===== src/hdl/eds_write_pkg.sv =====
// constants and types shared by both ends of the paged write path
`default_nettype none
package eds_write_pkg;
   localparam int EA_W        = 16;
   localparam int PAGE_REG_W  = 10;
   localparam int PAGE_USED_W = 9;
   localparam int OFFSET_W    = 15;
   localparam int EXT_ADDR_W  = 24;
   localparam int DATA_W      = 16;
   localparam int WINDOW_BIT  = 15;
   localparam logic [EA_W-1:0] WINDOW_BASE = 16'h8000;
   localparam logic [EA_W-1:0] WINDOW_TOP  = 16'hFFFF;
   localparam logic [EA_W-1:0] WORD_STEP   = 16'h0002;

   // access width selector
   typedef enum logic [1:0]
   {
      SZ_BYTE  = 2'b00,
      SZ_WORD  = 2'b01,
      SZ_DWORD = 2'b10
   } access_size_e;
endpackage
`default_nettype wire


===== src/hdl/eds_write_if.sv =====
// interface joining the issuing core and the paged write logic
`timescale 1ns/1ps
`default_nettype none
interface eds_write_if;
   import eds_write_pkg::*;
   logic                  wr_valid;
   logic [EA_W-1:0]       effective_address;
   logic [DATA_W-1:0]     wr_data;
   logic [DATA_W-1:0]     wr_data_hi;
   access_size_e          wr_size;
   logic                  wr_rmw;
   logic                  wr_ready;
   logic                  page_load;
   logic                  page_sel_read;
   logic [PAGE_REG_W-1:0] page_value;
   modport core (output wr_valid, effective_address, wr_data, wr_data_hi, wr_size, wr_rmw,
                 page_load, page_sel_read, page_value, input wr_ready);
   modport dev  (input wr_valid, effective_address, wr_data, wr_data_hi, wr_size, wr_rmw,
                 page_load, page_sel_read, page_value, output wr_ready);
endinterface
`default_nettype wire


===== src/hdl/eds_write_dev.sv =====
// paged extended-space write address generation
// Overview of operation
// - core loads page, then offset pointer
// - pointer bit 15 selects extended window
// - address is page[8:0] joined to ea[14:0]
// - no automatic page change on wrap
// - each extended write takes one cycle
// - no read-modify-write to the extended window inside repeat loops
// - read-modify-write uses the read page
// - byte, word, dword; dword is two writes
`timescale 1ns/1ps
`default_nettype none
module eds_write_dev
   import eds_write_pkg::*;
(
   input  wire logic                  mclk,
   input  wire logic                  sys_rst,
   eds_write_if.dev                   bus,
   output logic                       mem_we,
   output logic                       mem_ext,
   output logic [EXT_ADDR_W-1:0]      mem_addr,
   output logic [DATA_W-1:0]          mem_data,
   output logic                       mem_byte,
   output logic [PAGE_REG_W-1:0]      write_page_register,
   output logic [PAGE_REG_W-1:0]      read_page_register
);
   typedef struct packed
   {
      logic [PAGE_REG_W-1:0] wpage;
      logic [PAGE_REG_W-1:0] rpage;
      logic                  second;
      logic [EA_W-1:0]       second_ea;
      logic [DATA_W-1:0]     second_data;
      logic [PAGE_REG_W-1:0] second_page;
      logic                  we;
      logic                  ext;
      logic [EXT_ADDR_W-1:0] addr;
      logic [DATA_W-1:0]     data;
      logic                  byte_wr;
   } dev_s;

   dev_s st_r;
   dev_s st_nxt;

   // forms the outgoing address from pointer and page
   function automatic logic [EXT_ADDR_W-1:0] form_addr(input logic [EA_W-1:0] ea,
                                                       input logic [PAGE_REG_W-1:0] pg);
      if (ea[WINDOW_BIT])
         form_addr = {pg[PAGE_USED_W-1:0], ea[OFFSET_W-1:0]};
      else
         form_addr = {{(EXT_ADDR_W-EA_W){1'b0}}, ea};
   endfunction

   // ready only when no second dword half pending
   assign bus.wr_ready = ~st_r.second;

   // next-state logic
   always_comb
   begin
      logic [PAGE_REG_W-1:0] pg;
      logic [EA_W-1:0]       ea2;
      pg  = '0;
      ea2 = '0;
      st_nxt    = st_r;
      st_nxt.we = 1'b0;
      // page register loads by the core; never changed on wrap
      if (bus.page_load && !bus.page_sel_read)
         st_nxt.wpage = bus.page_value;
      if (bus.page_load && bus.page_sel_read)
         st_nxt.rpage = bus.page_value;
      if (st_r.second)
      begin
         // second half of a dword
         st_nxt.we      = 1'b1;
         st_nxt.ext     = st_r.second_ea[WINDOW_BIT];
         st_nxt.addr    = form_addr(st_r.second_ea, st_r.second_page);
         st_nxt.data    = st_r.second_data;
         st_nxt.byte_wr = 1'b0;
         st_nxt.second  = 1'b0;
      end
      else if (bus.wr_valid)
      begin
         pg = bus.wr_rmw ? st_r.rpage : st_r.wpage;
         st_nxt.we      = 1'b1;
         st_nxt.ext     = bus.effective_address[WINDOW_BIT];
         st_nxt.addr    = form_addr(bus.effective_address, pg);
         st_nxt.data    = bus.wr_data;
         st_nxt.byte_wr = (bus.wr_size == SZ_BYTE);
         if (bus.wr_size == SZ_DWORD)
         begin
            // next word address; pointer keeps window, page untouched
            ea2 = bus.effective_address + WORD_STEP;
            if (bus.effective_address[WINDOW_BIT] && !ea2[WINDOW_BIT])
               ea2 = ea2 | WINDOW_BASE;
            st_nxt.second      = 1'b1;
            st_nxt.second_ea   = ea2;
            st_nxt.second_data = bus.wr_data_hi;
            st_nxt.second_page = pg;
         end
      end
   end

   // state register
   always_ff @(posedge mclk or posedge sys_rst)
   begin
      if (sys_rst)
         st_r <= '0;
      else
         st_r <= st_nxt;
   end

   assign mem_we              = st_r.we;
   assign mem_ext             = st_r.ext;
   assign mem_addr            = st_r.addr;
   assign mem_data            = st_r.data;
   assign mem_byte            = st_r.byte_wr;
   assign write_page_register = st_r.wpage;
   assign read_page_register  = st_r.rpage;
endmodule
`default_nettype wire


===== src/flat_wrapper.sv =====
// flat-port wrapper written by rule: the top's interface ports become plain ports
module eds_write_dev_flat import eds_write_pkg::*;
  (mclk, sys_rst, mem_we, mem_ext, mem_addr, mem_data, mem_byte, write_page_register, read_page_register, bus_wr_valid, bus_effective_address, bus_wr_data, bus_wr_data_hi, bus_wr_size, bus_wr_rmw, bus_page_load, bus_page_sel_read, bus_page_value, bus_wr_ready);
  eds_write_if bus_i ();
  input  wire logic mclk;
  input  wire logic sys_rst;
  output logic mem_we;
  output logic mem_ext;
  output logic [EXT_ADDR_W-1:0] mem_addr;
  output logic [DATA_W-1:0] mem_data;
  output logic mem_byte;
  output logic [PAGE_REG_W-1:0] write_page_register;
  output logic [PAGE_REG_W-1:0] read_page_register;
  input wire logic [$bits(bus_i.wr_valid)-1:0] bus_wr_valid;
  input wire logic [$bits(bus_i.effective_address)-1:0] bus_effective_address;
  input wire logic [$bits(bus_i.wr_data)-1:0] bus_wr_data;
  input wire logic [$bits(bus_i.wr_data_hi)-1:0] bus_wr_data_hi;
  input wire logic [$bits(bus_i.wr_size)-1:0] bus_wr_size;
  input wire logic [$bits(bus_i.wr_rmw)-1:0] bus_wr_rmw;
  input wire logic [$bits(bus_i.page_load)-1:0] bus_page_load;
  input wire logic [$bits(bus_i.page_sel_read)-1:0] bus_page_sel_read;
  input wire logic [$bits(bus_i.page_value)-1:0] bus_page_value;
  output wire logic [$bits(bus_i.wr_ready)-1:0] bus_wr_ready;
  assign bus_i.wr_valid = bus_wr_valid;
  assign bus_i.effective_address = bus_effective_address;
  assign bus_i.wr_data = bus_wr_data;
  assign bus_i.wr_data_hi = bus_wr_data_hi;
  assign bus_i.wr_size = bus_wr_size;
  assign bus_i.wr_rmw = bus_wr_rmw;
  assign bus_i.page_load = bus_page_load;
  assign bus_i.page_sel_read = bus_page_sel_read;
  assign bus_i.page_value = bus_page_value;
  assign bus_wr_ready = bus_i.wr_ready;
  eds_write_dev u_core (.mclk(mclk), .sys_rst(sys_rst), .bus(bus_i), .mem_we(mem_we), .mem_ext(mem_ext), .mem_addr(mem_addr), .mem_data(mem_data), .mem_byte(mem_byte), .write_page_register(write_page_register), .read_page_register(read_page_register));
endmodule

===== config.mk =====
export PLATFORM = sky130hd
export DESIGN_NAME = eds_write_dev_flat
export DESIGN_NICKNAME = d
export VERILOG_FILES = /design/src/hdl/eds_write_pkg.sv /design/src/hdl/eds_write_if.sv /design/src/hdl/eds_write_dev.sv /design/src/flat_wrapper.sv
export SDC_FILE = /design/constraint.sdc
export NUM_CORES = 1
export LEC_CHECK = 0
export BUFFER_PORTS_ARGS = -buffer_cell sky130_fd_sc_hd__buf_4
export CORE_UTILIZATION = 40
export CTS_CLUSTER_SIZE = 28
export DETAILED_ROUTE_END_ITERATION = 6
export PLACE_DENSITY = 0.59
export SLEW_MARGIN = 20
export SYNTH_ARGS = -nofsm -noshare
export SYNTH_HDL_FRONTEND = slang
export SYNTH_SLANG_ARGS = --single-unit

===== constraint.sdc =====
create_clock -name mclk -period 4.15 [get_ports mclk]
set_input_delay 0.415 -clock mclk [delete_from_list [all_inputs] [get_ports mclk]]
set_output_delay 0.415 -clock mclk [all_outputs]
set_load 0.02 [all_outputs]

Yosys cells after proc, flatten, opt, wreduce, memory -nomap -nowiden
Index checks and enable logic that the tools add are counted.
{"block": "totals", "word_cells": 30, "regBits": 106, "output_inout_bits": 64, "in_bits": 66}
{"block": "op_classes", "n_eq_ne": 1, "n_reduce_logical": 8, "n_addsub": 1, "bitwise_logic": 1, "mux": 8}
{"op": "$mux 43", "count": 2}
{"op": "$mux 86", "count": 1}
{"op": "$mux 24", "count": 2}
{"op": "$add 16x2->16 const B", "count": 1}
{"op": "$mux 16", "count": 1}
{"op": "$mux 10", "count": 1}
{"op": "$logic_and 1x1->1", "count": 3}
{"op": "$reduce_and 3->1", "count": 1}
{"op": "$eq 2x2->1 const B", "count": 1}
{"op": "$logic_not 1->1", "count": 2}
{"op": "$logic_not 2->1", "count": 1}
{"op": "$reduce_bool 2->1", "count": 1}
{"op": "$mux 1", "count": 1}
{"op": "$not 1->1", "count": 1}

Logic depth before layout (Yosys ltp)
Gate-level depths: netlist of run 1.
{"block": "logic_depth", "ltp_word": 7, "depth_mapped": 6, "ltp_nobuf": 5}

Worst setup path after synthesis of run 1
No wires, ideal clock.
{"block": "synth_timing", "path_type": "in2reg", "startpoint": "input bus_wr_valid", "endpoint": "register u_core.st_r[69] (netlist name)", "n_path_buf": 3, "setup_time_ps": 127, "slack_ps": 2680, "arrival_time_ps": 1343, "t_required_ps": 4023, "cell_stages": 5, "cell_sequence": "buf_4 -> and4bb_4 -> buf_6 -> buf_6 -> mux2_1"}
{"block": "synth_between", "elab_chain_len": 1}
{"item": "from (decl)", "line_no": "flat_wrapper.sv:14", "rtl": "input wire logic [$bits(bus_i.wr_valid)-1:0] bus_wr_valid;"}
{"item": "$reduce_and 3->1 (no line)"}
{"item": "to (signal assigned)", "line_no": "eds_write_dev.sv:109", "rtl": "st_r <= st_nxt;"}
{"item": "to (decl)", "line_no": "eds_write_dev.sv:42", "rtl": "dev_s st_r;"}
No other way between the ends.
A chain may end at the register's enable or synchronous reset.

Final worst setup path of run 1
{"block": "layout_timing", "startpoint": "input bus_wr_valid", "endpoint": "register u_core.st_r[64] (netlist name)"}
Same word-level chain as after synthesis.

==> impl_metrics.json, run 1 <==
{
  "ys_warn_count": 0,
  "synthXorXnorAreaFrac": 0.0211,
  "ant_nets": 0,
  "ctsResizeCount": 0,
  "cp_max_fo": 65,
  "groute.usage.overall": 0.162,
  "worstMarginPinSlew_ns": 0.932,
  "fin_crit_sh": 0.486,
  "cts_tree": "built",
  "diodes": 0,
  "wire_per_inst_um": 14.8,
  "start_util": 0.412,
  "area_growth_pct": 18.1,
  "dieArea_um2": 12900,
  "pre_cts_ws_ns": 1.73,
  "totalWireLength_um": 9940,
  "status": "complete, no violations",
  "fin_crit_ns": 2.02,
  "synth_compound_gate_area_share": 0.0823,
  "die_w_um": 114,
  "cts-root-buf": "clkbuf_16",
  "grt_pass1_vias": 3203,
  "post_cts_buffers": 0,
  "required_ns": 4.37,
  "p_per_area_nw_per_um2": 452,
  "dr.pass1.iters": 6,
  "synth.avg_cell_area_um2": 11.3,
  "cts.sinks": 105,
  "vias_per_cell": 4.77,
  "dpl.cell_count": 656,
  "die_y_um": 114,
  "grt_overflow_total": 0,
  "core.rowCount": 40,
  "synthSimpleGateAreaFrac": 0.0767,
  "grt_pass1_wl_um": 16300,
  "p_leak_nw": 2.65,
  "seq_area_frac_synth": 0.528,
  "syn_nets": 506,
  "drtIter0Drc": 148,
  "crit_arrival_ns": 2.24,
  "portBuffers": 129,
  "finalSetupTns_ns": 0,
  "clk_path_buf_depth": 2,
  "drive_gt1_frac": 0.381,
  "finalNonFillerCells": 672,
  "fmax_mhz": 495,
  "crit_type": "in2reg",
  "worst_clock_skew_ns": 0.0129,
  "fp.coreArea_um2": 12100,
  "fin_nets": 566,
  "drv_cap": 0,
  "postCtsHoldBufs": 0,
  "vdd_ir_drop_max_mv": 0.198,
  "layout_setup_ws_ns": 2.13,
  "hold_viol": 0,
  "path_clk_slew_ns": 0.07,
  "worst_hold_slack_ns": 0.199,
  "synth.distinct_cells": 31,
  "dpl.hpwl_um": 6630,
  "antenna_found_initial": 0,
  "synth_seq_cells": 105,
  "finalMaxSlewViolations": 0,
  "routed-via-count": 3207,
  "hold_class": "in2async",
  "grt_max_degree": 82,
  "setup_viol": 0,
  "h-tree-depth": 3,
  "rsz0062_at_grt": "false",
  "post-route-drc-count": 0,
  "ios": 130,
  "clk_latency_ns": 0.34,
  "worstSetupEndpointType": "flip-flop",
  "globalplace.congestion": 0.709,
  "synth_area_um2": 4970,
  "synth_mux_area_frac": 0.171,
  "synth_fa_ha_area_frac": 0.00252,
  "worstSetupStartpointType": "input pin",
  "maxSlewHeadroom": 0.377,
  "synth_top_family_by_area": "multiplexers",
  "cts_buffers": 9,
  "netlist_instances": 439
}
==> metrics by stage <==
stage | util | area (um^2) | power [mW]
after floorplan | - | 4970 | 1.75
after global placement | 0.464 | 5600 | 1.88
after detailed placement | 0.464 | 5600 | 1.90
after CTS | 0.487 | 5870 | 2.69
after global routing | 0.487 | 5880 | 2.80
final | 0.487 | 5880 | 2.66
==> registers in the layout, indices dropped and copies added (netlist names) <==
name / flops
u_core.mem_data: 16
u_core.mem_we: 1
u_core.mem_ext: 1
u_core.mem_byte: 1
u_core.read_page_register: 10
u_core.write_page_register: 10
u_core.mem_addr: 24
u_core.st_r: 42
==> worst max-delay path, stage by stage <==
cell and delay (ns):
buf_4 0.49, and4bb_4 0.89, mux2_2 0.42
==> kinds of logic after synthesis <==
family                     Yosys count
AOI/OAI and AO/OA                   74
DFF                                105
adders and majority gates            1
xor gates and xnor gates            12
muxes                               80
and+or+nand+nor                     80
buffers and inverters               87
==> cell usage after synthesis, drive strengths merged <==
master | n | share of area
nand2 | 36 | 0.027
a32oi | 9 | 0.016
nor2 | 28 | 0.021
mux2 | 38 | 0.086
buf | 73 | 0.11
nor3 | 4 | 0.0050
nand3 | 4 | 0.0050
ha | 1 | 0.0025
dfrtp | 105 | 0.53
and4bb | 1 | 0.0033
mux2i | 42 | 0.085
xnor2 | 8 | 0.014
nand4 | 4 | 0.0093
nor4 | 1 | 0.0025
clkbuf | 9 | 0.0070
inv | 5 | 0.0038
o21ai | 41 | 0.041
and4 | 1 | 0.0020
nor2b | 1 | 0.0013
a31oi | 1 | 0.0013
xor2 | 4 | 0.0070
a21oi | 23 | 0.024
==> path summary, 6_finish.rpt <==
path	end	from	depth (start not counted)	slack, ns
worst max-delay path	u_core.st_r[64]	bus_wr_valid	3	2.13
worst min-delay path	u_core.write_page_register[9]	sys_rst	2	0.20
worst max register to register	u_core.st_r[64]	u_core.st_r[85]	2	2.34
worst min register to register	u_core.mem_data[10]	u_core.st_r[63]	2	0.47
max in group asynchronous	u_core.st_r[63]	sys_rst	3	3.13
min in group mclk	u_core.st_r[68]	bus_wr_data_hi[15]	2	0.30
==> final cells by class <==
type	count	area [um^2]
Inverter	5	23.8
Tap cell	168	210
Multi-Input combinational cell	247	1760
Sequential cell	105	2630
Clock buffer	11	233
Fill cell	1113	6190
Clock inverter	5	40.0
Timing Repair Buffer	131	983
==> routing by layer <==
metal / GRT usage / wire, um
met2: 0.264 / 4680
met3: 0.0313 / 454
met5: 0 / 0
met4: 0.0526 / 127
met1: 0.219 / 4670
==> layout by cell type (no fill, tap or decap), drive strengths merged, types with 6 or more instances in the layout <==
master	netlist	layout
clkbuf	9	11
a21oi	23	23
a32oi	9	9
nor2	28	28
mux2i	42	42
dfrtp	105	105
mux2	38	38
xnor2	8	8
o21ai	41	41
nand2	36	36
buf	73	131
inv	5	6
==> power by group <==
part           leakage (nW)  internal, mW  switching (mW)  total [mW]
Sequential             1.24          1.19           0.104        1.30
Combinational          1.29         0.276           0.301       0.577
Clock                 0.122         0.411           0.373       0.783
Total                  2.65          1.88           0.777        2.66
Power figures use the tool's default switching activity.
==> run 2, diff against run 1 <==
==> constraint.sdc (replaced) <==
create_clock -name mclk -period 2.1 [get_ports mclk]
set_input_delay 0.21 -clock mclk [delete_from_list [all_inputs] [get_ports mclk]]
set_output_delay 0.21 -clock mclk [all_outputs]
set_load 0.02 [all_outputs]
==> impl_metrics.json, run 2 (same netlist as run 1, synthesis figures left out) <==
{
  "status": "complete, no violations",
  "use_met2": 0.268,
  "clk_path_buf_depth": 2,
  "wire_per_inst_um": 15.0,
  "start_util": 0.412,
  "busiest_layer": "met2",
  "p_leak_nw": 2.71,
  "p_int_mw": 3.73,
  "maxSlewHeadroom": 0.523,
  "antenna_found_initial": 0,
  "cts_buffers": 9,
  "finalMaxSlewViolations": 0,
  "groute.usage.overall": 0.163,
  "fin_nets": 574,
  "drv_cap": 0,
  "path_clk_slew_ns": 0.07,
  "clk_latency_ns": 0.34,
  "crit_type": "reg2reg",
  "largest_reg_flops": 42,
  "hold_class": "in2reg",
  "worstSetupEndpointType": "flip-flop",
  "portBuffers": 129,
  "drtIter0Drc": 125,
  "h-tree-depth": 3,
  "routed-via-count": 3256,
  "crit_arrival_ns": 1.88,
  "worst_r2r_endpoint": "u_core.st_r[49]",
  "dieArea_um2": 12900,
  "mostFrequentLayoutCells": "136 x buf_4, 104 x dfrtp_1, 42 x mux2i_1, 41 x o21ai_0, 37 x mux2_2",
  "worstMarginPinSlew_ns": 0.713,
  "diodes": 0,
  "use_met1": 0.213,
  "fin_crit_ns": 1.62,
  "final_common_cell": "buf_4",
  "worstSetupStartpointType": "flip-flop",
  "post_dp_cell_area_um2": 5680,
  "post_cts_buffers": 0,
  "drive_gt1_frac": 0.393,
  "reg2reg_depth": 4,
  "num-fill-cells": 1147,
  "grt_max_degree": 40,
  "grt_pass1_wl_um": 16300,
  "fp.coreArea_um2": 12100,
  "cp_max_fo": 34,
  "rsz0062_at_grt": "false",
  "post-route-util": 0.495,
  "setup_viol": 0,
  "swShare": 0.296,
  "required_ns": 2.36,
  "final_area_um2": 5970,
  "r2r-start": "u_core.st_r[85]",
  "ant_nets": 0,
  "p_per_area_nw_per_um2": 888,
  "totalWireLength_um": 10200,
  "dpl.hpwl_um": 7160,
  "p_clk_frac": 0.297,
  "fmax_mhz": 616,
  "dr.pass1.iters": 4,
  "vias_per_cell": 4.79,
  "post-route-drc-count": 0,
  "critPathCapture": "u_core.st_r[49]",
  "finalSetupTns_ns": 0,
  "vdd_ir_drop_max_mv": 0.436,
  "hold_viol": 0,
  "cts.sinks": 105,
  "area_growth_pct": 20.0,
  "die_w_um": 114,
  "die_y_um": 114,
  "pwr-share-comb": 0.219,
  "cts-root-buf": "clkbuf_16",
  "ios": 130,
  "fin_crit_sh": 0.773,
  "cts_tree": "built",
  "core.rowCount": 40,
  "grt_overflow_total": 0,
  "power_frac_seq": 0.484,
  "grtUsageMet3": 0.0399,
  "worst_clock_skew_ns": 0.0107,
  "ff2ff_setup_slack_ns": 0.48,
  "p_sw_mw": 1.57,
  "regMostFlops": "u_core.st_r",
  "grt_pass1_vias": 3195,
  "startpoint": "u_core.st_r[85]",
  "globalplace.congestion": 0.756
}
[run 2: cell types whose count changed in the layout (fill, tap and decap cells not counted), sizes merged]
cell and delta:
dlygate4sd3 +1, buf +7, clkbuf -2, clkinv +4
clkinvlp -2
[run 2: worst max-delay path, cell delays in order, from the launching register on]
cell and delay (ns):
dfrtp_2 0.40, and4bb_4 0.63, buf_4 0.31, nor2_1 0.07, a21oi_1 0.12
[run 2: power by group through the flow]
stage          Combinational (mW)  Clock [mW]  Sequential (mW)
2_1_floorplan               0.927           0             2.54
3_3_place_gp                 1.16           0             2.59
3_5_place_dp                 1.18           0             2.60
4_1_cts                      1.18        1.62             2.57
5_1_grt                      1.27        1.70             2.61
6_report                     1.16        1.58             2.56
[run 2: per-stage QoR]
step	instances	hold slack, ns	power, mW	setup slack, ns
6_report	680	0.0957	5.30	0.477
5_1_grt	680	0.0919	5.58	0.351
4_1_cts	680	0.0847	5.37	0.471
3_5_place_dp	663	0.360	3.78	0.440
3_3_place_gp	663	0.361	3.75	0.479
2_1_floorplan	439	0.295	3.47	0.630
[run 2: timing repair]
| item | CTS | global route |
|---|---|---|
| resized for setup | 0 | 0 |
| endpoints found under the hold margin | 3 | 0 |
| hold buffers | 1 | 0 |
[run 2: metal layers]
layer / vias to the layer above / wire, um
met1: 1571 / 4630
met3: 9 / 599
li1: 1586 / -
met4: 0 / 95
met5: - / 0
met2: 90 / 4850
[run 2: worst min path at each step]
| stage | start | to | slack, ns | cells after the start |
|---|---|---|---|---|
| 6_report | bus_wr_data_hi[15] | u_core.st_r[68] | 0.1 | 2 |
| 4_1_cts | bus_wr_data_hi[15] | u_core.st_r[68] | 0.08 | 2 |
| 3_5_place_dp | sys_rst | u_core.write_page_register[9] | 0.36 | 2 |
| 5_1_grt | bus_wr_data_hi[15] | u_core.st_r[68] | 0.09 | 2 |
| 3_3_place_gp | sys_rst | u_core.read_page_register[9] | 0.36 | 2 |
| 2_1_floorplan | bus_effective_address[1] | u_core.st_r[70] | 0.29 | 1 |
[run 2: layout make-up]
type	count	area [um^2]	share of cell area
timing repair buffer	139	1070	0.179
tap	168	210	0.0352
sequential	105	2630	0.440
clock inverter	7	53.8	0.00901
clock buffer	9	225	0.0377
multi-input combinational	247	1760	0.294
inverter	5	22.5	0.00377
==> run 3, diff against run 2 <==
--- a/config.mk
+++ b/config.mk
@@ -9,7 +9,7 @@
 export CORE_UTILIZATION = 40
 export CTS_CLUSTER_SIZE = 28
 export DETAILED_ROUTE_END_ITERATION = 6
-export PLACE_DENSITY = 0.59
+export PLACE_DENSITY = 0.62
 export SLEW_MARGIN = 20
 export SYNTH_ARGS = -nofsm -noshare
 export SYNTH_HDL_FRONTEND = slang
==> constraint.sdc (replaced) <==
create_clock -name mclk -period 1.4 [get_ports mclk]
set_input_delay 0.14 -clock mclk [delete_from_list [all_inputs] [get_ports mclk]]
set_output_delay 0.14 -clock mclk [all_outputs]
set_load 0.02 [all_outputs]
==> impl_metrics.json, run 3 (same netlist as run 1, synthesis figures left out) <==
{
  "status": "complete, no violations",
  "globalplace.congestion": 0.710,
  "cp_num_buf_inv": 1,
  "crit_arrival_ns": 1.59,
  "cp_top_family": "flip-flops",
  "wire_per_inst_um": 14.7,
  "vdd_ir_drop_max_mv": 0.710,
  "worstMarginPinSlew_ns": 0.466,
  "cts-root-buf": "clkbuf_16",
  "drv_cap": 0,
  "worstSetupEndpointType": "flip-flop",
  "grt_pass1_wl_um": 16100,
  "cts.sinks": 105,
  "drtIter0Drc": 99,
  "fp.coreArea_um2": 12100,
  "slowest_stage": "dfrtp_2",
  "clk_path_buf_depth": 2,
  "grt_pass1_vias": 3213,
  "groute.usage.overall": 0.162,
  "ff2ff_setup_slack_ns": 0.04,
  "hold_viol": 0,
  "fin_crit_sh": 0.973,
  "worstSetupStartpointType": "flip-flop",
  "post-route-drc-count": 0,
  "antenna_found_initial": 0,
  "die_y_um": 114,
  "path_clk_slew_ns": 0.07,
  "final_common_cell": "buf_4",
  "worst_hold_slack_ns": 0.0169,
  "portBuffers": 129,
  "dieArea_um2": 12900,
  "largest_reg_flops": 42,
  "maxSlewHeadroom": 0.688,
  "swShare": 0.287,
  "cts_buffers": 9,
  "p_clk_frac": 0.299,
  "clk_latency_ns": 0.34,
  "dr.pass1.iters": 4,
  "totalWireLength_um": 10100,
  "finalSetupTns_ns": 0,
  "p_sw_mw": 2.30,
  "die_w_um": 114,
  "crit_type": "reg2reg",
  "total_power_mw": 8.02,
  "setup_viol": 0,
  "layout_setup_ws_ns": 0.0384,
  "h-tree-depth": 3,
  "worst_clock_skew_ns": 0.00693,
  "area_growth_pct": 22.5,
  "cp_max_fo": 13,
  "hold_depth": 2,
  "post-route-util": 0.505,
  "mostFrequentLayoutCells": "132 x buf_4, 104 x dfrtp_1, 42 x mux2i_1, 41 x o21ai_0, 37 x mux2_2",
  "drive_gt1_frac": 0.395,
  "fmax_mhz": 734,
  "worstPathCellList": "and4bb_4 > buf_12 > mux2_2",
  "core.rowCount": 40,
  "slowest_delay_ns": 0.41,
  "worst_r2r_endpoint": "u_core.st_r[59]",
  "dpl.hpwl_um": 7280,
  "reg2reg_depth": 3,
  "diodes": 0,
  "hold_class": "in2reg",
  "routed-via-count": 3260,
  "grt_max_degree": 53,
  "hp-start": "bus_effective_address[1]",
  "p_int_mw": 5.71,
  "finalMaxSlewViolations": 0,
  "fin_nets": 578,
  "p_per_area_nw_per_um2": 1320,
  "required_ns": 1.62,
  "post_cts_buffers": 0,
  "pwr-share-comb": 0.221,
  "ios": 130,
  "grt_overflow_total": 0,
  "whs_endpoint": "u_core.st_r[70]",
  "pre_cts_ws_ns": 0.0407,
  "p_leak_nw": 2.75,
  "power_frac_seq": 0.480,
  "regMostFlops": "u_core.st_r",
  "vias_per_cell": 4.77,
  "r2r-start": "u_core.st_r[85]",
  "rsz0062_at_grt": "true",
  "fin_crit_ns": 1.36,
  "start_util": 0.412,
  "cts_tree": "built",
  "ant_nets": 0
}
-- run 3: worst max path at each step --
stage	start	endpoint	slack, ns	cells after the start
finish	u_core.st_r[85]	u_core.st_r[59]	0.04	3
global placement	u_core.st_r[85]	u_core.st_r[44]	0.09	5
detailed placement	u_core.st_r[85]	u_core.st_r[51]	0.04	5
floorplan	sys_rst	u_core.mem_addr[0]	0.0005	1
CTS	u_core.st_r[85]	bus_wr_ready	0.04	3
global route	u_core.st_r[85]	u_core.mem_addr[19]	-0.01	4
-- run 3: repair_timing --
item	4_1_cts	5_1_grt
resized for setup	2	2
endpoints found under the setup margin	1	5
hold endpoints to repair	11	0
hold buffers	1	0
-- run 3: cell type report --
type | count | area, um^2
Inverter | 5 | 22.5
Tap cell | 168 | 210
Fill cell | 1108 | 5970
Clock buffer | 12 | 256
Clock inverter | 4 | 26.3
Multi-Input combinational cell | 247 | 1760
Sequential cell | 105 | 2630
Timing Repair Buffer | 143 | 1190
-- run 3: power by group through the flow --
stage	Sequential (mW)	Combinational (mW)	Clock, mW
after floorplan	3.81	1.39	0
after global placement	3.89	1.75	0
after detailed placement	3.91	1.79	0
after CTS	3.86	1.80	2.47
after global routing	3.91	1.93	2.61
final	3.85	1.77	2.39
-- run 3: routing by layer --
layer  wire length, um  share of wire  global-route usage  vias to the layer above
met3               623          0.062              0.0526                        7
met5                 0              0                   0                        -
li1                  -              -                   -                     1591
met1              4610           0.46               0.214                     1571
met4                94         0.0093              0.0447                        0
met2              4760           0.47               0.256                       91
-- run 3: metrics by stage --
| stage | instance area (um^2) | instances |
|---|---|---|
| after CTS | 6080 | 684 |
| final | 6090 | 684 |
| after global routing | 6090 | 684 |
| after floorplan | 4980 | 439 |
| after global placement | 5780 | 667 |
| after detailed placement | 5780 | 667 |
-- run 3: worst register-to-register path, stage by stage, from the launching register on --
cell      delay [ns]
dfrtp_2         0.41
and4bb_4        0.34
buf_12          0.15
mux2_2          0.34
